### config.mk
export PLATFORM = sky130hd
export DESIGN_NAME = cpmc_top
export DESIGN_NICKNAME = d
export VERILOG_FILES = /design/src/cpmc_pkg.sv /design/src/cpmc_top.sv
export SDC_FILE = /design/constraint.sdc
export NUM_CORES = 1
export LEC_CHECK = 0
export BUFFER_PORTS_ARGS = -buffer_cell sky130_fd_sc_hd__buf_2
export CAP_MARGIN = 20
export CORE_ASPECT_RATIO = 0.9
export CORE_MARGIN = 1
export CORE_UTILIZATION = 53
export DETAILED_ROUTE_END_ITERATION = 10
export PLACE_DENSITY = 0.76
export SETUP_SLACK_MARGIN = 0.1
export SYNTH_ARGS = -nofsm -noshare
export SYNTH_HDL_FRONTEND = slang
export SYNTH_SLANG_ARGS = --single-unit
### constraint.sdc
create_clock -name pclk -period 4 [get_ports pclk]
set_input_delay 0.4 -clock pclk [delete_from_list [all_inputs] [get_ports pclk]]
set_output_delay 0.4 -clock pclk [all_outputs]
set_load 0.01 [all_outputs]
### src/cpmc_pkg.sv
package cpmc_pkg;

  // timing base
  localparam int unsigned CLK_HZ        = 10_000_000;
  localparam int unsigned T_BIAS_REGULATOR_MS     = 220;
  localparam int unsigned T_BOOST_MS    = 30;
  localparam int unsigned T_RETRY_S     = 2;
  localparam int unsigned T_QUAL_US     = 10;
  localparam int unsigned T_BOOST_PFM_US = 100;
  localparam int unsigned T_SAFETY_H    = 10;
  localparam int unsigned BIAS_REGULATOR_DLY_CYC  = T_BIAS_REGULATOR_MS * (CLK_HZ / 1000);
  localparam int unsigned BOOST_DLY_CYC = T_BOOST_MS * (CLK_HZ / 1000);
  localparam int unsigned RETRY_CYC     = T_RETRY_S * CLK_HZ;
  localparam int unsigned SEC_CYC       = CLK_HZ;
  localparam int unsigned QUAL_CYC      = T_QUAL_US * (CLK_HZ / 1_000_000);
  localparam int unsigned BOOST_PFM_CYC =
    T_BOOST_PFM_US * (CLK_HZ / 1_000_000);
  localparam int unsigned SAFETY_SEC    = T_SAFETY_H * 3600;
  localparam int unsigned WD_SEC_1      = 40;
  localparam int unsigned WD_SEC_2      = 80;
  localparam int unsigned WD_SEC_3      = 160;

  // register byte addresses
  localparam logic [11:0] A_LIMIT  = 12'h000;
  localparam logic [11:0] A_CTRL   = 12'h004;
  localparam logic [11:0] A_STATUS = 12'h008;

  // limit register fields
  localparam int F_ILIM  = 0;
  localparam int F_VLIM  = 8;
  localparam int F_TRACK = 12;
  // control register fields
  localparam int F_CHG_EN   = 0;
  localparam int F_PSK_DIS  = 1;
  localparam int F_BOOST_OE = 2;
  localparam int F_BOOST_CURRENT_LIMIT_SEL = 3;
  localparam int F_DET_REQ  = 4;
  localparam int F_KEEP     = 5;
  localparam int F_WD_PER   = 6;
  localparam int F_BSW_OFF  = 8;
  localparam int F_BSW_RSTE = 9;
  localparam int F_BSW_DLY  = 10;
  // status register fields
  localparam int F_IN_GOOD  = 0;
  localparam int F_PG       = 1;
  localparam int F_TYPE     = 2;
  localparam int F_WD_FLAG  = 5;
  localparam int F_HIZ      = 6;
  localparam int F_SAFE_FLT = 7;
  localparam int F_BOOST_ON = 8;
  localparam int F_CONV_ON  = 9;

  // reset values and codes
  localparam logic [4:0]  ILIM_RST   = 5'h04;
  localparam logic [4:0]  ILIM_USB   = 5'h04;
  localparam logic [4:0]  ILIM_ADP   = 5'h17;
  localparam logic [4:0]  ILIM_SOFT  = 5'h01;
  localparam logic [3:0]  VLIM_RST   = 4'h6;
  localparam logic [12:0] VLIM_BASE_MV = 13'h0f3c;
  localparam logic [12:0] VLIM_STEP_MV = 13'h0064;
  localparam logic [12:0] TRK_OFS1_MV  = 13'h00c8;
  localparam logic [12:0] TRK_OFS2_MV  = 13'h00fa;
  localparam logic [12:0] TRK_OFS3_MV  = 13'h012c;
  localparam logic [12:0] BOOST_MV     = 13'h141e;
  localparam logic [1:0]  WD_PER_RST   = 2'h1;
  localparam logic [2:0]  TYPE_NONE  = 3'h0;
  localparam logic [2:0]  TYPE_USB   = 3'h1;
  localparam logic [2:0]  TYPE_ADP   = 3'h3;
  localparam logic [2:0]  TYPE_BOOST = 3'h7;

  typedef enum logic [3:0] {
    ST_HIZ, ST_BIAS_REGULATOR_WAIT, ST_QUAL, ST_RETRY, ST_DETECT,
    ST_VLIMIT, ST_RUN, ST_BOOST_WAIT, ST_BOOST
  } cpmc_state_t;

  // comparator and pin levels from the analog side
  typedef struct packed {
    logic vac_present;
    logic vac_above_sleepz;
    logic vbus_in_sleep;
    logic vbus_below_ov;
    logic vbus_above_min;
    logic bat_above_depl;
    logic bat_overload;
    logic bat_above_boost;
    logic sys_above_2v2;
    logic sys_above_min;
    logic light_load;
    logic ts_in_window;
    logic source_select_pin;
    logic charge_disable_pin;
  } cpmc_sense_t;

  // controls to the power stage
  typedef struct packed {
    logic        bias_regulator_en;
    logic        test_load_en;
    logic        buck_en;
    logic        buck_pulse_skip;
    logic        boost_en;
    logic        boost_pulse_skip;
    logic        boost_ilim_high;
    logic        battery_switch_on;
    logic        charge_en;
    logic        host_interrupt;
    logic        host_timeout_flag;
    logic [4:0]  iin_limit_code;
    logic [12:0] vin_limit_mv;
    logic [12:0] boost_vreg_mv;
  } cpmc_drive_t;

endpackage : cpmc_pkg

### src/cpmc_top.sv
// Contract
// - on supply power-on reset all registers take defaults; bus usable.
// - battery only, above depletion: battery switch closed, bias regulator off.
// - battery overload opens switch, sets battery_switch_off until input/host re-enable.
// - input start order: bias, qualify, detect, voltage limit, converter.
// - bias on only with input present, above sleep, after 220 ms.
// - converter start needs input below overvoltage and above minimum under load.
// - qualification pass sets input_good and pulses host_interrupt.
// - failed qualification repeats every 2 s.
// - detection done: interrupt, load limit, power_good_flag, input_type_code.
// - select pin high 500 mA code 001; low 2.4 A code 011.
// - default mode tracks pin; host mode samples on current_detect_request.
// - voltage limit 4.5 V default; tracking takes max with battery plus offset.
// - converter starts after limit; switch closed only when charging enabled.
// - system below 2.2 V caps input at min of 200 mA and limit.
// - fixed-frequency buck; pulse skipping at light load unless disabled.
// - boost needs battery, sleep, enable bit, thermistor window, 30 ms.
// - boost reports type 111, 5.15 V target, limit from select bit.
// - boost starts pulse skipping then fixed frequency; held while battery ok.
// - host_timeout_flag high in default mode; default mode after reset.
// - default mode charging stops after 10 hours; buck keeps running.
// - keepalive write enters host mode; period 00 disables the watchdog.
// - watchdog expiry: default mode, registers reset except current/voltage limit codes and battery switch bits; tracking cleared.
`timescale 1ns/1ps
`default_nettype none

module cpmc_top #(
  parameter int unsigned BIAS_REGULATOR_DLY_CYC  = cpmc_pkg::BIAS_REGULATOR_DLY_CYC,
  parameter int unsigned BOOST_DLY_CYC = cpmc_pkg::BOOST_DLY_CYC,
  parameter int unsigned RETRY_CYC     = cpmc_pkg::RETRY_CYC,
  parameter int unsigned SEC_CYC       = cpmc_pkg::SEC_CYC
) (
  // clock and reset
  input  wire logic                  pclk,
  input  wire logic                  presetn,
  // apb slave
  input  wire logic                  psel,
  input  wire logic                  penable,
  input  wire logic                  pwrite,
  input  wire logic [11:0]           paddr,
  input  wire logic [31:0]           pwdata,
  output logic      [31:0]           prdata,
  output logic                       pready,
  output logic                       pslverr,
  // analog side
  input  wire cpmc_pkg::cpmc_sense_t sense_raw,
  input  wire logic [12:0]           bat_mv,
  output cpmc_pkg::cpmc_drive_t      drive
);

  localparam int NS = $bits(cpmc_pkg::cpmc_sense_t);

  logic [NS-1:0]         sync1;
  logic [NS-1:0]         sync2;
  cpmc_pkg::cpmc_sense_t sn;
  logic                  vac_prev;

  // two-stage synchroniser per sensed level
  genvar gi;
  generate
    for (gi = 0; gi < NS; gi++) begin : g_sync
      always_ff @(posedge pclk or negedge presetn) begin
        if (!presetn) begin
          sync1[gi] <= 1'b0;
          sync2[gi] <= 1'b0;
        end else begin
          sync1[gi] <= sense_raw[gi];
          sync2[gi] <= sync1[gi];
        end
      end
    end
  endgenerate
  assign sn = cpmc_pkg::cpmc_sense_t'(sync2);

  function automatic logic [1:0] reg_index(input logic [11:0] a);
    case (a)
      cpmc_pkg::A_LIMIT:  reg_index = 2'h1;
      cpmc_pkg::A_CTRL:   reg_index = 2'h2;
      cpmc_pkg::A_STATUS: reg_index = 2'h3;
      default:            reg_index = 2'h0;
    endcase
  endfunction : reg_index

  // registers
  logic [4:0]  ilim;
  logic [3:0]  vlim;
  logic [1:0]  track;
  logic        chg_en;
  logic        psk_dis;
  logic        boost_oe;
  logic        boost_current_limit_sel;
  logic        det_req;
  logic [1:0]  wd_per;
  logic        bsw_off;
  logic        bsw_rst_en;
  logic        bsw_dly;
  // status and sequencing
  cpmc_pkg::cpmc_state_t state;
  logic [31:0] dly;
  logic        input_good;
  logic        pg;
  logic [2:0]  type_code;
  logic        irq;
  logic        host_mode;
  logic        wd_expire;
  logic [31:0] wd_cyc;
  logic [7:0]  wd_sec;
  logic        safety_fault;
  logic [31:0] sf_cyc;
  logic [15:0] sf_sec;
  logic [31:0] pfm_cnt;

  logic        wr;
  logic        wr_limit;
  logic        wr_ctrl;
  logic        keepalive;
  logic        buck_ok;
  logic        boost_ok;
  logic        charging;
  logic        pin_ilim_sel;
  logic [4:0]  pin_ilim;
  logic [31:0] rdata;
  logic [12:0] reg_mv;
  logic [12:0] trk_mv;
  logic [7:0]  wd_limit;

  assign wr        = psel & penable & pready & pwrite;
  assign wr_limit  = wr & (reg_index(paddr) == 2'h1);
  assign wr_ctrl   = wr & (reg_index(paddr) == 2'h2);
  assign keepalive = wr_ctrl & pwdata[cpmc_pkg::F_KEEP];
  assign buck_ok   = sn.vac_present & sn.vac_above_sleepz;
  assign boost_ok  = !sn.vac_present & sn.vbus_in_sleep & boost_oe
                   & sn.bat_above_boost & sn.ts_in_window;
  assign charging  = chg_en & !sn.charge_disable_pin & !bsw_off
                   & !safety_fault;
  assign pin_ilim_sel = sn.source_select_pin;
  assign pin_ilim  = pin_ilim_sel ? cpmc_pkg::ILIM_USB
                                  : cpmc_pkg::ILIM_ADP;

  // apb: answer in the access cycle, read data captured at setup
  always_comb begin
    rdata = 32'h0;
    case (reg_index(paddr))
      2'h1: begin
        rdata[cpmc_pkg::F_ILIM +: 5]  = ilim;
        rdata[cpmc_pkg::F_VLIM +: 4]  = vlim;
        rdata[cpmc_pkg::F_TRACK +: 2] = track;
      end
      2'h2: begin
        rdata[cpmc_pkg::F_CHG_EN]     = chg_en;
        rdata[cpmc_pkg::F_PSK_DIS]    = psk_dis;
        rdata[cpmc_pkg::F_BOOST_OE]   = boost_oe;
        rdata[cpmc_pkg::F_BOOST_CURRENT_LIMIT_SEL]  = boost_current_limit_sel;
        rdata[cpmc_pkg::F_DET_REQ]    = det_req;
        rdata[cpmc_pkg::F_WD_PER +: 2] = wd_per;
        rdata[cpmc_pkg::F_BSW_OFF]    = bsw_off;
        rdata[cpmc_pkg::F_BSW_RSTE]   = bsw_rst_en;
        rdata[cpmc_pkg::F_BSW_DLY]    = bsw_dly;
      end
      2'h3: begin
        rdata[cpmc_pkg::F_IN_GOOD]    = input_good;
        rdata[cpmc_pkg::F_PG]         = pg;
        rdata[cpmc_pkg::F_TYPE +: 3]  = type_code;
        rdata[cpmc_pkg::F_WD_FLAG]    = !host_mode;
        rdata[cpmc_pkg::F_HIZ]        = (state == cpmc_pkg::ST_HIZ);
        rdata[cpmc_pkg::F_SAFE_FLT]   = safety_fault;
        rdata[cpmc_pkg::F_BOOST_ON]   = (state == cpmc_pkg::ST_BOOST);
        rdata[cpmc_pkg::F_CONV_ON]    = (state == cpmc_pkg::ST_RUN);
      end
      default: rdata = 32'h0;
    endcase
  end

  always_ff @(posedge pclk or negedge presetn) begin
    if (!presetn) begin
      pready  <= 1'b0;
      pslverr <= 1'b0;
      prdata  <= 32'h0;
    end else begin
      pready  <= psel & !penable;
      pslverr <= psel & !penable & (reg_index(paddr) == 2'h0);
      if (psel & !penable) begin
        prdata <= pwrite ? 32'h0 : rdata;
      end
    end
  end

  // input current limit: kept across watchdog expiry
  always_ff @(posedge pclk or negedge presetn) begin
    if (!presetn) begin
      ilim <= cpmc_pkg::ILIM_RST;
    end else if (wr_limit) begin
      ilim <= pwdata[cpmc_pkg::F_ILIM +: 5];
    end else if (state == cpmc_pkg::ST_DETECT && dly == 32'h1) begin
      ilim <= pin_ilim;
    end else if (pg && !host_mode) begin
      ilim <= pin_ilim;
    end else if (pg && det_req) begin
      ilim <= pin_ilim;
    end
  end

  // input voltage limit and tracking
  always_ff @(posedge pclk or negedge presetn) begin
    if (!presetn) begin
      vlim  <= cpmc_pkg::VLIM_RST;
      track <= 2'h0;
    end else if (wr_limit) begin
      vlim  <= pwdata[cpmc_pkg::F_VLIM +: 4];
      track <= pwdata[cpmc_pkg::F_TRACK +: 2];
    end else if (wd_expire) begin
      track <= 2'h0;
    end
  end

  // control bits; expiry spares the battery switch bits
  always_ff @(posedge pclk or negedge presetn) begin
    if (!presetn) begin
      chg_en     <= 1'b1;
      psk_dis    <= 1'b0;
      boost_oe   <= 1'b0;
      boost_current_limit_sel  <= 1'b0;
      det_req    <= 1'b0;
      wd_per     <= cpmc_pkg::WD_PER_RST;
      bsw_rst_en <= 1'b1;
      bsw_dly    <= 1'b0;
    end else if (wd_expire) begin
      chg_en    <= 1'b1;
      psk_dis   <= 1'b0;
      boost_oe  <= 1'b0;
      boost_current_limit_sel <= 1'b0;
      det_req   <= 1'b0;
      wd_per    <= cpmc_pkg::WD_PER_RST;
    end else if (wr_ctrl) begin
      chg_en     <= pwdata[cpmc_pkg::F_CHG_EN];
      psk_dis    <= pwdata[cpmc_pkg::F_PSK_DIS];
      boost_oe   <= pwdata[cpmc_pkg::F_BOOST_OE];
      boost_current_limit_sel  <= pwdata[cpmc_pkg::F_BOOST_CURRENT_LIMIT_SEL];
      det_req    <= pwdata[cpmc_pkg::F_DET_REQ] | det_req;
      wd_per     <= pwdata[cpmc_pkg::F_WD_PER +: 2];
      bsw_rst_en <= pwdata[cpmc_pkg::F_BSW_RSTE];
      bsw_dly    <= pwdata[cpmc_pkg::F_BSW_DLY];
    end else if (pg && det_req) begin
      det_req <= 1'b0;
    end
  end

  // battery switch disable: overload wins over any clear
  always_ff @(posedge pclk or negedge presetn) begin
    if (!presetn) begin
      bsw_off  <= 1'b0;
      vac_prev <= 1'b0;
    end else begin
      vac_prev <= sn.vac_present;
      if (sn.bat_overload) begin
        bsw_off <= 1'b1;
      end else if (sn.vac_present && !vac_prev) begin
        bsw_off <= 1'b0;
      end else if (wr_ctrl) begin
        bsw_off <= pwdata[cpmc_pkg::F_BSW_OFF];
      end
    end
  end

  // watchdog: keepalive beats expiry in the same cycle
  always_comb begin
    case (wd_per)
      2'h1:    wd_limit = 8'(cpmc_pkg::WD_SEC_1);
      2'h2:    wd_limit = 8'(cpmc_pkg::WD_SEC_2);
      2'h3:    wd_limit = 8'(cpmc_pkg::WD_SEC_3);
      default: wd_limit = 8'h0;
    endcase
  end

  always_ff @(posedge pclk or negedge presetn) begin
    if (!presetn) begin
      host_mode <= 1'b0;
      wd_expire <= 1'b0;
      wd_cyc    <= 32'h0;
      wd_sec    <= 8'h0;
    end else begin
      wd_expire <= 1'b0;
      if (keepalive) begin
        host_mode <= 1'b1;
        wd_cyc    <= 32'h0;
        wd_sec    <= 8'h0;
      end else if (host_mode && wd_per != 2'h0) begin
        if (wd_cyc == SEC_CYC - 1) begin
          wd_cyc <= 32'h0;
          if (wd_sec == wd_limit - 8'h1) begin
            wd_sec    <= 8'h0;
            host_mode <= 1'b0;
            wd_expire <= 1'b1;
          end else begin
            wd_sec <= wd_sec + 8'h1;
          end
        end else begin
          wd_cyc <= wd_cyc + 32'h1;
        end
      end else begin
        wd_cyc <= 32'h0;
        wd_sec <= 8'h0;
      end
    end
  end

  // fast-charge safety timer, default mode only
  always_ff @(posedge pclk or negedge presetn) begin
    if (!presetn) begin
      safety_fault <= 1'b0;
      sf_cyc       <= 32'h0;
      sf_sec       <= 16'h0;
    end else if (state != cpmc_pkg::ST_RUN || !chg_en) begin
      safety_fault <= 1'b0;
      sf_cyc       <= 32'h0;
      sf_sec       <= 16'h0;
    end else if (!host_mode && charging) begin
      if (sf_cyc == SEC_CYC - 1) begin
        sf_cyc <= 32'h0;
        if (sf_sec == 16'(cpmc_pkg::SAFETY_SEC - 1)) begin
          safety_fault <= 1'b1;
        end else begin
          sf_sec <= sf_sec + 16'h1;
        end
      end else begin
        sf_cyc <= sf_cyc + 32'h1;
      end
    end
  end

  // power-up sequencer
  always_ff @(posedge pclk or negedge presetn) begin
    if (!presetn) begin
      state      <= cpmc_pkg::ST_HIZ;
      dly        <= 32'h0;
      input_good <= 1'b0;
      pg         <= 1'b0;
      type_code  <= cpmc_pkg::TYPE_NONE;
      irq        <= 1'b0;
    end else begin
      irq <= 1'b0;
      dly <= dly + 32'h1;
      case (state)
        cpmc_pkg::ST_HIZ: begin
          dly        <= 32'h0;
          input_good <= 1'b0;
          pg         <= 1'b0;
          type_code  <= cpmc_pkg::TYPE_NONE;
          if (buck_ok) begin
            state <= cpmc_pkg::ST_BIAS_REGULATOR_WAIT;
          end else if (boost_ok) begin
            state <= cpmc_pkg::ST_BOOST_WAIT;
          end
        end
        cpmc_pkg::ST_BIAS_REGULATOR_WAIT: begin
          if (!buck_ok) begin
            state <= cpmc_pkg::ST_HIZ;
          end else if (dly == BIAS_REGULATOR_DLY_CYC - 1) begin
            state <= cpmc_pkg::ST_QUAL;
            dly   <= 32'h0;
          end
        end
        cpmc_pkg::ST_QUAL: begin
          if (!buck_ok) begin
            state <= cpmc_pkg::ST_HIZ;
          end else if (dly == cpmc_pkg::QUAL_CYC - 1) begin
            dly <= 32'h0;
            if (sn.vbus_below_ov && sn.vbus_above_min) begin
              state      <= cpmc_pkg::ST_DETECT;
              input_good <= 1'b1;
              irq        <= 1'b1;
            end else begin
              state <= cpmc_pkg::ST_RETRY;
            end
          end
        end
        cpmc_pkg::ST_RETRY: begin
          if (!buck_ok) begin
            state <= cpmc_pkg::ST_HIZ;
          end else if (dly == RETRY_CYC - 1) begin
            state <= cpmc_pkg::ST_QUAL;
            dly   <= 32'h0;
          end
        end
        cpmc_pkg::ST_DETECT: begin
          if (!buck_ok) begin
            state <= cpmc_pkg::ST_HIZ;
          end else if (dly == 32'h1) begin
            state     <= cpmc_pkg::ST_VLIMIT;
            irq       <= 1'b1;
            pg        <= 1'b1;
            type_code <= pin_ilim_sel ? cpmc_pkg::TYPE_USB
                                      : cpmc_pkg::TYPE_ADP;
          end
        end
        cpmc_pkg::ST_VLIMIT: begin
          state <= buck_ok ? cpmc_pkg::ST_RUN : cpmc_pkg::ST_HIZ;
        end
        cpmc_pkg::ST_RUN: begin
          if (!buck_ok) begin
            state <= cpmc_pkg::ST_HIZ;
          end
        end
        cpmc_pkg::ST_BOOST_WAIT: begin
          if (!boost_ok) begin
            state <= cpmc_pkg::ST_HIZ;
          end else if (dly == BOOST_DLY_CYC - 1) begin
            state     <= cpmc_pkg::ST_BOOST;
            type_code <= cpmc_pkg::TYPE_BOOST;
          end
        end
        cpmc_pkg::ST_BOOST: begin
          if (!boost_ok) begin
            state <= cpmc_pkg::ST_HIZ;
          end
        end
        default: state <= cpmc_pkg::ST_HIZ;
      endcase
    end
  end

  // boost soft start in pulse skipping
  always_ff @(posedge pclk or negedge presetn) begin
    if (!presetn) begin
      pfm_cnt <= 32'h0;
    end else if (state != cpmc_pkg::ST_BOOST) begin
      pfm_cnt <= 32'h0;
    end else if (pfm_cnt != cpmc_pkg::BOOST_PFM_CYC) begin
      pfm_cnt <= pfm_cnt + 32'h1;
    end
  end

  // effective input voltage limit
  always_comb begin
    reg_mv = cpmc_pkg::VLIM_BASE_MV
           + 13'(vlim * cpmc_pkg::VLIM_STEP_MV);
    case (track)
      2'h1:    trk_mv = bat_mv + cpmc_pkg::TRK_OFS1_MV;
      2'h2:    trk_mv = bat_mv + cpmc_pkg::TRK_OFS2_MV;
      2'h3:    trk_mv = bat_mv + cpmc_pkg::TRK_OFS3_MV;
      default: trk_mv = 13'h0;
    endcase
  end

  // registered drive to the power stage
  always_ff @(posedge pclk or negedge presetn) begin
    if (!presetn) begin
      drive <= '0;
      drive.host_timeout_flag <= 1'b1;
      drive.vin_limit_mv      <= 13'h1194;
      drive.iin_limit_code    <= cpmc_pkg::ILIM_SOFT;
    end else begin
      drive.bias_regulator_en <= state != cpmc_pkg::ST_HIZ
        && state != cpmc_pkg::ST_BIAS_REGULATOR_WAIT
        && state != cpmc_pkg::ST_BOOST_WAIT
        && state != cpmc_pkg::ST_BOOST;
      drive.test_load_en <= state == cpmc_pkg::ST_QUAL;
      drive.buck_en      <= state == cpmc_pkg::ST_RUN;
      drive.buck_pulse_skip <= state == cpmc_pkg::ST_RUN && !psk_dis
        && (sn.light_load || !sn.sys_above_min || !charging);
      drive.boost_en <= state == cpmc_pkg::ST_BOOST;
      drive.boost_pulse_skip <= state == cpmc_pkg::ST_BOOST && !psk_dis
        && pfm_cnt != cpmc_pkg::BOOST_PFM_CYC;
      drive.boost_ilim_high <= boost_current_limit_sel;
      drive.boost_vreg_mv <= (state == cpmc_pkg::ST_BOOST)
        ? cpmc_pkg::BOOST_MV : 13'h0;
      if (bsw_off || sn.bat_overload) begin
        drive.battery_switch_on <= 1'b0;
      end else if (state == cpmc_pkg::ST_RUN) begin
        drive.battery_switch_on <= charging;
      end else begin
        drive.battery_switch_on <= sn.bat_above_depl;
      end
      drive.charge_en <= state == cpmc_pkg::ST_RUN && charging;
      drive.host_interrupt    <= irq;
      drive.host_timeout_flag <= !host_mode;
      drive.vin_limit_mv <= (trk_mv > reg_mv) ? trk_mv : reg_mv;
      if (state == cpmc_pkg::ST_RUN && !sn.sys_above_2v2
          && ilim > cpmc_pkg::ILIM_SOFT) begin
        drive.iin_limit_code <= cpmc_pkg::ILIM_SOFT;
      end else begin
        drive.iin_limit_code <= ilim;
      end
    end
  end

endmodule : cpmc_top

`default_nettype wire

==> run summary, run 1 <==
Run status: finished clean
Number of nets in the finished design: 1662
Total I/O pin count: 152
Worst reg-to-reg setup slack: 230 ps
Sequential-to-total area share from yosys stat: 48.1%
Synth warnings: 0
Die ar.: 26200 sq um
Total of buffers placed on input and output ports: 108
Data required time of the critical path: 4450 ps
Beginning of the worst register-to-register path: vlim[1]$_DFFE_PN1P_
Top achievable clock speed: 266 MHz
Vias per std cell: 5.61
Clock sink total: 260
Area of the multi-input gates: 6690 sq um
Vias post-DR: 10700
Reg area: 6520 sq um
Share of synthesized flip-flops with an asynchronous set or reset: 100%
Worst hold path class: input pin to flop
First drt pass iteration count: 6
Hold wc startpoint: pwdata[6]
Worst-Margin Slew: 934 ps
Starting density of the core: 53.9%
Areal power density over the cells: 390 nW/um^2
Synthesized area per cell: 9.55 sq um
CTS max path bufs: 3
Largest fanout on the critical path: 8
Insertion delay to the later sink of the worst-skew pair: 540 ps
Post-route fraction of the period consumed by the critical path: 94.1%
Number of buffers created by CTS: 27
Count of flip-flops with a built-in enable after synthesis: 0
Sort of element at the start of the critical path: flop
Total of fill cells in the finished design: 2102
Commonest cells after routing, fill and taps aside: dfrtp_1, nor2_1, nand2_1
Die height: 154 um
Global router's overall resource usage: 23.9%
Max Cap Violations: 0
Clock root buffer: clkbuf_16
Data arrival time of the critical path: 4210 ps
Nature of the critical path endpoint: flop
Main flop type after synthesis: dfrtp_1
Std cell rows: 55
Die width: 171 um
Destination of the worst register-to-register timing path: drive[21]$_DFF_PN1_
Max transition margin: 37.2%
Overall routed net length: 31400 um
Standard cell core area: 25100 sq um
Clock tree from TritonCTS: done
Global-route wire length before repair: 50600 um
Vias in the first global route: 10200
Number of different library cells in the post-synthesis netlist: 75
Worst IR Drop VDD: 0.319 mV
Post-synthesis to final-layout area growth: 15.4%
Count of cells along the worst hold path: 2
Minimum hold slack: 98.8 ps
Final Skew: 16.9 ps
Final antenna-violating net count: 0
Yosys reg bits: 260
RSZ-0062 raised after global routing: false
Max H-tree Level: 1
Most common library cell in the layout ignoring fill and taps: dfrtp_1
Remaining global-route overflow: 0
Reported leakage power: 7.01 nW
Clock transition at the registers of the reported paths: 60 ps
Synth Instances: 1419
Slew Limit Fails: 0
Final design area excluding fillers: 15600 sq um
Placer's final routability congestion estimate: 0.929
Total power draw: 0.00610 W
Type of the worst setup path: flop to flop
DR WL/cell: 16.5 um
Hold violation total from the final report: 0
Post-placement cell area: 14400 sq um
Endpoint of the worst hold path: wd_per[0]$_DFFE_PN1P_
Cell count of the worst reg-to-reg path: 16
Post-route DRC violation count: 0
Netlist Area Pre-Place: 13500 sq um
Time the worst path needs with I/O delays and setup: 3770 ps
Fraction of final layout cells sized beyond drive strength 1: 14.7%
Largest net degree at the start of global routing: 101
Final count of negative-setup-slack endpoints: 0
Initial antenna violation count: 2
1st-iter DRT viols: 881
Final HPWL from detailed placement: 21500 um
power breakdown:
part / total (W) / internal [W] / switching, W
Sequential: 0.00287 / 0.00275 / 0.000125
Combinational: 0.000719 / 0.000265 / 0.000453
Clock: 0.00251 / 0.00148 / 0.00103
Total: 0.00610 / 0.00449 / 0.00161
cells by family after synthesis:
| logic type | after synthesis | share of synthesized area (%) |
|---|---|---|
| AOI/OAI and AO/OA | 202 | 9.32 |
| xor gates and xnor gates | 134 | 8.66 |
| adders and majority gates | 47 | 4.40 |
| buffers and inverters | 132 | 4.58 |
| DFF | 260 | 48.1 |
| muxes | 21 | 1.61 |
| other | 1 | 0.0277 |
| and+or+nand+nor | 622 | 23.3 |
cell usage after synthesis (all sizes together), types with 14 or more instances:
| cell type | count | area, sq um |
|---|---|---|
| a21oi | 59 | 295 |
| clkbuf | 43 | 161 |
| nor2 | 191 | 719 |
| o21ai | 66 | 330 |
| ha | 46 | 576 |
| or3 | 25 | 156 |
| nand3 | 65 | 325 |
| inv | 49 | 184 |
| and2 | 16 | 100 |
| nor4 | 23 | 156 |
| and4 | 14 | 123 |
| and3 | 40 | 250 |
| nor3 | 25 | 130 |
| mux2i | 15 | 150 |
| dfrtp | 247 | 6180 |
| nand2 | 118 | 443 |
| xnor2 | 51 | 447 |
| xor2 | 83 | 727 |
| nand4 | 42 | 263 |
| buf | 40 | 275 |
area by class of cell:
type	instances	share of cell area [%]
multi-input cells	1051	42.8
flip-flops and latches	260	41.7
repair buffers	150	5.88
clock buffers	44	5.31
well taps	342	2.74
inverters	49	1.18
clock inverters	6	0.392
diodes	1	0.0160
routing by layer:
metal | vias to the layer above | routed length, um | part of all wire, % | track usage, %
li1 | 5127 | - | - | -
met1 | 5230 | 14100 | 45 | 33.0
met2 | 272 | 15000 | 48 | 39.3
met3 | 54 | 1440 | 4.6 | 3.24
met4 | 2 | 860 | 2.7 | 7.08
met5 | - | 17 | 0.054 | 0
sequential cells by signal, summed over array words and instances, names as in the netlist, 14 cells and up:
| signal | count |
|---|---|
| sync1 | 14 |
| drive | 29 |
| pfm_cnt | 32 |
| sf_sec | 16 |
| sf_cyc | 32 |
| wd_cyc | 32 |
| dly | 32 |
| prdata | 14 |
worst max path at each step:
stage	cells after the start	start	slack, ps	to
after global placement	17	vlim[1]$_DFFE_PN1P_	120	drive[19]$_DFF_PN0_
after detailed placement	17	vlim[1]$_DFFE_PN1P_	-70	drive[21]$_DFF_PN1_
after CTS	15	vlim[1]$_DFFE_PN1P_	130	drive[21]$_DFF_PN1_
after global routing	16	vlim[1]$_DFFE_PN1P_	90	drive[21]$_DFF_PN1_
after floorplan	15	vlim[1]$_DFFE_PN1P_	100	drive[16]$_DFF_PN0_
final	16	vlim[1]$_DFFE_PN1P_	230	drive[21]$_DFF_PN1_
critical path: stages (launching register included):
cell and delay [ps]:
dfstp_2 520, inv_1 70, buf_4 160, ha_4 250, ha_1 300, a21o_1 150, nand2_2 80, xnor2_2 260
buf_4 160, xor2_1 240, ha_1 280, nand4_1 190, nor2_1 80, or3_4 400, o41ai_4 100, buf_6 230
mux2i_2 230
metrics by stage:
stage	utilization [%]	cells	TNS (ps)	setup WS, ps
after floorplan	-	1443	0	100
after global placement	57.3	1832	0	117
after detailed placement	57.3	1832	-173	-66.9
after CTS	62.0	1901	0	134
after global routing	62.2	1902	0	87.9
final	62.2	1903	0	235
repair_timing:
item                                   in CTS  in global routing
endpoints found under the hold margin     103                  0
hold buffers                               15                  0
resized for setup                          17                  8
pin swaps                                   7                  5
setup endpoints to repair                   9                 12
buffers inserted                            4                  1
(Power assumes the default switching activity.)
==> run 2: changes to the inputs <==
--- a/config.mk
+++ b/config.mk
@@ -9,9 +9,9 @@
 export CAP_MARGIN = 20
 export CORE_ASPECT_RATIO = 0.9
 export CORE_MARGIN = 1
-export CORE_UTILIZATION = 53
+export CORE_UTILIZATION = 59
 export DETAILED_ROUTE_END_ITERATION = 10
-export PLACE_DENSITY = 0.76
+export PLACE_DENSITY = 0.8
 export SETUP_SLACK_MARGIN = 0.1
 export SYNTH_ARGS = -nofsm -noshare
 export SYNTH_HDL_FRONTEND = slang
==> constraint.sdc (replaced) <==
create_clock -name pclk -period 3.6 [get_ports pclk]
set_input_delay 0.36 -clock pclk [delete_from_list [all_inputs] [get_ports pclk]]
set_output_delay 0.36 -clock pclk [all_outputs]
set_load 0.01 [all_outputs]
==> run 2 against run 1 <==
The run now ends with setup timing left. Global-route usage increased by 3.7 points. Register-to-register slack got worse by 380 ps. Non-clock buffer count up 34. Cell area is 1.8% higher. First-iteration DRC count decreased by 4.1%. Power is 12% higher. Clock power grew 12%. Sequential power up 11%. Critical path type unchanged. Largest power group unchanged.
==> run summary, run 2 (same netlist as run 1, synthesis figures left out) <==
Most frequent cell on the critical path: ha_4
Clock root buffer: clkbuf_16
DR WL/cell: 16.9 um
Area of the multi-input gates: 6740 sq um
Number of buffers created by CTS: 26
Reported leakage power: 7.18 nW
Max H-tree Level: 1
Vias post-DR: 11000
Clock transition at the registers of the reported paths: 60 ps
Worst-Margin Slew: 843 ps
Final design area excluding fillers: 15900 sq um
Time the worst path needs with I/O delays and setup: 3750 ps
Insertion delay to the later sink of the worst-skew pair: 540 ps
Data required time of the critical path: 4040 ps
Sort of element at the start of the critical path: flop
Vias in the first global route: 10500
Final count of negative-setup-slack endpoints: 13
Starting density of the core: 60.2%
Slew Limit Fails: 0
Part of the total power dissipated in combinational logic: 12.0%
Internal power: 0.00505 W
Data arrival time of the critical path: 4190 ps
Sw Pwr: 0.00176 W
Post-placement cell area: 14600 sq um
Clock network fraction of design power: 41.3%
Post-route fraction of the period consumed by the critical path: 104%
Nature of the critical path endpoint: flop
Die ar.: 23600 sq um
Remaining global-route overflow: 0
Reg area: 6520 sq um
Die height: 146 um
Destination of the worst register-to-register timing path: drive[18]$_DFF_PN0_
Post-layout worst setup margin: -150 ps
Count of cells along the worst hold path: 2
Hold wc startpoint: pwdata[6]
Largest net degree at the start of global routing: 103
CTS max path bufs: 3
Violations in the final reports: setup timing
Max transition margin: 43.3%
Endpoint of the worst hold path: wd_per[0]$_DFFE_PN1P_
Areal power density over the cells: 428 nW/um^2
Largest fanout on the critical path: 4
Fraction of final layout cells sized beyond drive strength 1: 16.9%
Cell chain of the critical path: inv_4 > ha_4 > ha_4 > fa_2 > xnor2_4 > o21ai_2 > or3_4 > ha_4 > nor2b_4 > o21ai_2 > o31ai_2 > or3_4 > o41ai_4 > buf_4 > mux2i_1
Worst IR Drop VDD: 0.383 mV
Worst reg-to-reg setup slack: -150 ps
Initial antenna violation count: 2
Clock tree from TritonCTS: done
Post-synthesis to final-layout area growth: 17.4%
Total of fill cells in the finished design: 1713
Overall routed net length: 31800 um
Std cell rows: 52
Cell count of the worst reg-to-reg path: 15
Post-layout utilization of the core: 70.7%
Most common library cell in the layout ignoring fill and taps: dfrtp_1
Vias per std cell: 5.80
Standard cell core area: 22500 sq um
Global-route wire length before repair: 52500 um
Max Cap Violations: 0
Placer's final routability congestion estimate: 0.914
Final HPWL from detailed placement: 21900 um
Switching part of the total: 25.8%
Final antenna-violating net count: 0
First drt pass iteration count: 5
Global router's overall resource usage: 27.6%
RSZ-0062 raised after global routing: true
Final Skew: 23.4 ps
Library cell contributing the largest single delay on the critical path: dfstp_2
Run status: complete, but fails checks
Type of the worst setup path: flop to flop
Total negative slack for setup checks: -1410 ps
Beginning of the worst register-to-register path: vlim[1]$_DFFE_PN1P_
1st-iter DRT viols: 845
Worst hold path class: input pin to flop
Commonest cells after routing, fill and taps aside: dfrtp_1, nor2_1, nand2_1
Total I/O pin count: 152
Proportion of power drawn by flip-flops and latches: 46.7%
Post-route DRC violation count: 0
Die width: 162 um
Clock sink total: 260
Number of nets in the finished design: 1695
Max incr delay on CP: 550 ps
Total of buffers placed on input and output ports: 108
Top achievable clock speed: 267 MHz
Hold violation total from the final report: 0
-- run 2: changes by cell type in the layout (fill, tap and decap cells not counted), moves of 2 or more --
cell / delta
bufinv_16: +2
mux2i_2: +2
buf_6: +2
buf_4: +31
ha_1: -2
mux2i_1: -2
clkbuf_8: -2
-- run 2: area by class of cell --
cell class                      count  area share (%)
Multi-Input combinational cell   1051            42.3
Clock inverter                      7           0.763
Timing Repair Buffer              184            7.51
Clock buffer                       40            4.86
Sequential cell                   260            41.0
Antenna cell                        1          0.0157
Inverter                           49            1.17
Tap cell                          297            2.34
-- run 2: what timing repair did --
item / CTS / global route
resized for setup: 11 / 21
hold endpoints to repair: 100 / 0
gates cloned: 1 / 0
pin swaps: 6 / 15
hold buffers: 15 / 0
setup buffers: 4 / 3
endpoints found under the setup margin: 13 / 13
-- run 2: critical path: cells and delay by family (launching register included) --
family | cells | cell delay (ps)
AOI/OAI and AO/OA | 4 | 410
xor gates and xnor gates | 1 | 200
adders and majority gates | 4 | 1090
buffers and inverters | 2 | 270
DFF | 1 | 550
muxes | 1 | 210
and+or+nand+nor | 3 | 940
-- run 2: per-stage QoR --
step	setup WS, ps	cells	total power (W)	hold slack (ps)
2_1_floorplan	-200	1443	0.00372	64.4
3_3_place_gp	-184	1819	0.00400	334
3_5_place_dp	-261	1819	0.00402	335
4_1_cts	-99.6	1885	0.00683	31.5
5_1_grt	-261	1888	0.00706	32.7
6_report	-150	1889	0.00680	46.6
-- run 2: worst max-delay path by stage --
stage                                to  slack [ps]                 from  cells past startpoint
floorplan           drive[16]$_DFF_PN0_        -200  vlim[1]$_DFFE_PN1P_                     15
global placement    drive[20]$_DFF_PN1_        -180            bat_mv[3]                     19
detailed placement  drive[22]$_DFF_PN0_        -260            bat_mv[3]                     19
CTS                 drive[22]$_DFF_PN0_        -100  vlim[1]$_DFFE_PN1P_                     15
global route        drive[18]$_DFF_PN0_        -260  vlim[1]$_DFFE_PN1P_                     17
finish              drive[18]$_DFF_PN0_        -150  vlim[1]$_DFFE_PN1P_                     15
-- run 2: routing by layer --
layer	vias up	part of all wire [%]	global-route usage (%)
met2	348	47	44.2
met1	5327	44	38.7
met4	2	3.0	8.63
li1	5212	-	-
met5	-	0.038	0
met3	66	5.7	4.45
-- run 2: power groups by stage --
| stage | clock (W) | sequential (W) | combinational, W |
|---|---|---|---|
| detailed placement | 0 | 0.00323 | 0.000794 |
| CTS | 0.00284 | 0.00317 | 0.000817 |
| floorplan | 0 | 0.00318 | 0.000544 |
| global route | 0.00296 | 0.00319 | 0.000914 |
| global placement | 0 | 0.00322 | 0.000782 |
| finish | 0.00281 | 0.00318 | 0.000815 |
==> run 3: changes to the inputs <==
--- a/config.mk
+++ b/config.mk
@@ -7,11 +7,13 @@
 export LEC_CHECK = 0
 export BUFFER_PORTS_ARGS = -buffer_cell sky130_fd_sc_hd__buf_2
 export CAP_MARGIN = 20
+export CELL_PAD_IN_SITES_DETAIL_PLACEMENT = 1
+export CELL_PAD_IN_SITES_GLOBAL_PLACEMENT = 1
 export CORE_ASPECT_RATIO = 0.9
 export CORE_MARGIN = 1
-export CORE_UTILIZATION = 59
+export CORE_UTILIZATION = 46
 export DETAILED_ROUTE_END_ITERATION = 10
-export PLACE_DENSITY = 0.8
+export PLACE_DENSITY_LB_ADDON = 0.1
 export SETUP_SLACK_MARGIN = 0.1
 export SYNTH_ARGS = -nofsm -noshare
 export SYNTH_HDL_FRONTEND = slang
==> run 3 against run 2 <==
The run still ends with setup timing left. Clock-buffer cell count is 3 lower. Die area grew 28%. Critical path depth rose by 2. Power is 5.4% higher. Clock power increased by 11%. Critical path type unchanged. Critical endpoint is now drive[21]$_DFF_PN1_. Global-route usage is 3.4 points lower. Utilization is 15 points lower. Maximum frequency increased by 0.93%. Final cell count rose by 6.2%. Worst hold slack got worse by 33 ps.
==> run summary, run 3 (same netlist as run 1, synthesis figures left out) <==
Run status: complete, but fails checks
Violations in the final reports: setup timing
Vias in the first global route: 11400
Total I/O pin count: 152
Worst hold path class: input pin to flop
Data required time of the critical path: 4070 ps
Clock tree from TritonCTS: done
Vias per std cell: 5.50
Final count of negative-setup-slack endpoints: 11
Commonest cells after routing, fill and taps aside: dfrtp_1, nor2_1, nand2_1
Areal power density over the cells: 442 nW/um^2
Initial antenna violation count: 1
Max transition margin: 35.1%
Max H-tree Level: 1
Post-route DRC violation count: 0
Insertion delay to the later sink of the worst-skew pair: 570 ps
Post-synthesis to final-layout area growth: 19.7%
Number of buffers created by CTS: 29
Remaining global-route overflow: 0
Pre-CTS setup slack: -260 ps
1st-iter DRT viols: 554
Sort of element at the start of the critical path: flop
Global router's overall resource usage: 24.2%
Worst-Margin Slew: 965 ps
Std cell rows: 59
Standard cell core area: 28900 sq um
Cell Count, Final, Fillers Out: 2006
Library cell contributing the largest single delay on the critical path: dfstp_2
Largest net degree at the start of global routing: 102
First drt pass iteration count: 5
Die height: 165 um
Overall routed net length: 36200 um
Starting density of the core: 46.8%
Clock transition at the registers of the reported paths: 60 ps
Fraction of final layout cells sized beyond drive strength 1: 17.7%
Clock sink total: 260
Reported leakage power: 7.32 nW
Total power draw: 0.00717 W
Final Skew: 18.9 ps
Largest fanout on the critical path: 5
Max Cap Violations: 0
Nature of the critical path endpoint: flop
Slew Limit Fails: 0
Global-route wire length before repair: 59000 um
Die width: 183 um
Worst IR Drop VDD: 0.473 mV
Final design area excluding fillers: 16200 sq um
Time the worst path needs with I/O delays and setup: 3710 ps
Vias post-DR: 11000
Number of nets in the finished design: 1710
Hold violation total from the final report: 0
Max incr delay on CP: 560 ps
Placer's final routability congestion estimate: 0.806
Placed cell count: 1931
Post-placement cell area: 14800 sq um
Post-route fraction of the period consumed by the critical path: 103%
Most common library cell in the layout ignoring fill and taps: dfrtp_1
Final antenna-violating net count: 0
Post-layout utilization of the core: 56.0%
Cell chain of the critical path: inv_4 > buf_6 > ha_4 > fa_2 > xnor2_4 > o21ai_4 > o21a_1 > nor2_4 > ha_4 > a21oi_2 > nor2b_1 > o21ai_1 > o31ai_1 > or3_4 > o41ai_4 > buf_6 > mux2i_1
RSZ-0062 raised after global routing: true
Type of the worst setup path: flop to flop
Clock root buffer: clkbuf_16
Data arrival time of the critical path: 4190 ps
Die ar.: 30100 sq um
Post-layout worst setup margin: -115 ps
Top achievable clock speed: 269 MHz
Total of buffers placed on input and output ports: 108
DR WL/cell: 18.0 um
CTS max path bufs: 3
Final HPWL from detailed placement: 25600 um
## run 3: changes by cell type in the layout (fill, tap and decap cells not counted), moves of 2 or more
cell,before,now
buf_4,56,68
clkbuf_1,7,3
clkinv_2,3,8
clkbuf_8,7,5
mux2i_2,3,0
ha_1,37,39
mux2i_1,12,15
clkbuf_16,26,29
o21ai_2,3,1
clkinvlp_4,0,2
## run 3: worst max-delay path: cells and delay by family (launching register included)
kind	cells	cell delay, ps
AOI/OAI and AO/OA	6	790
xor gates and xnor gates	1	220
adders and majority gates	3	930
buffers and inverters	3	360
DFF	1	560
muxes	1	230
and+or+nand+nor	3	560
## run 3: layout make-up
class | count | area, sq um
Sequential cell | 260 | 6520
Fill cell | 3278 | 12700
Timing Repair Buffer | 196 | 1280
Clock buffer | 37 | 806
Multi-Input combinational cell | 1051 | 6720
Tap cell | 396 | 495
Inverter | 49 | 186
Clock inverter | 15 | 195
Antenna cell | 2 | 5.00
## run 3: power by group
group | switching, W | internal, W | total (W)
clock network | 0.00125 | 0.00187 | 0.00312
logic | 0.000582 | 0.000324 | 0.000907
registers | 0.0000889 | 0.00305 | 0.00314
## run 3: timing repair
| action | in CTS | in global routing |
|---|---|---|
| pin swaps | 7 | 6 |
| hold buffers | 15 | 0 |
| endpoints found under the setup margin | 13 | 13 |
| gates resized for setup | 16 | 12 |
| cloned | 1 | 0 |
| buffers inserted | 4 | 1 |
| endpoints found under the hold margin | 105 | 0 |
## run 3: path summary, 6_finish.rpt
| path | depth (start not counted) | endpoint | slack (ps) | from |
|---|---|---|---|---|
| max | 17 | drive[21]$_DFF_PN1_ | -110 | vlim[1]$_DFFE_PN1P_ |
| min | 3 | track[1]$_DFFE_PN0P_ | 10 | pwdata[13] |
| max reg2reg | 17 | drive[21]$_DFF_PN1_ | -110 | vlim[1]$_DFFE_PN1P_ |
| min reg2reg | 0 | sn[11]$_DFF_PN0_ | 350 | sync1[11]$_DFF_PN0_ |
| max in group asynchronous | 3 | drive[25]$_DFF_PN1_ | 2200 | presetn |
| min in group asynchronous | 2 | pfm_cnt[4]$_DFFE_PN0P_ | 450 | presetn |
## run 3: routing by layer
layer	wire, um	vias up	global-route usage, %	share of wire, %
met1	16400	5553	32.5	45
met3	1270	57	3.22	3.5
li1	-	5227	-	-
met4	819	0	6.29	2.3
met5	0	-	0	0
met2	17700	190	41.4	49
## run 3: per-stage QoR
step / hold slack [ps] / TNS (ps)
final: 13.6 / -971
after global routing: 25.3 / -2310
after CTS: 1.94 / -447
after detailed placement: 336 / -2430
after global placement: 334 / -1580
after floorplan: 64.4 / -200
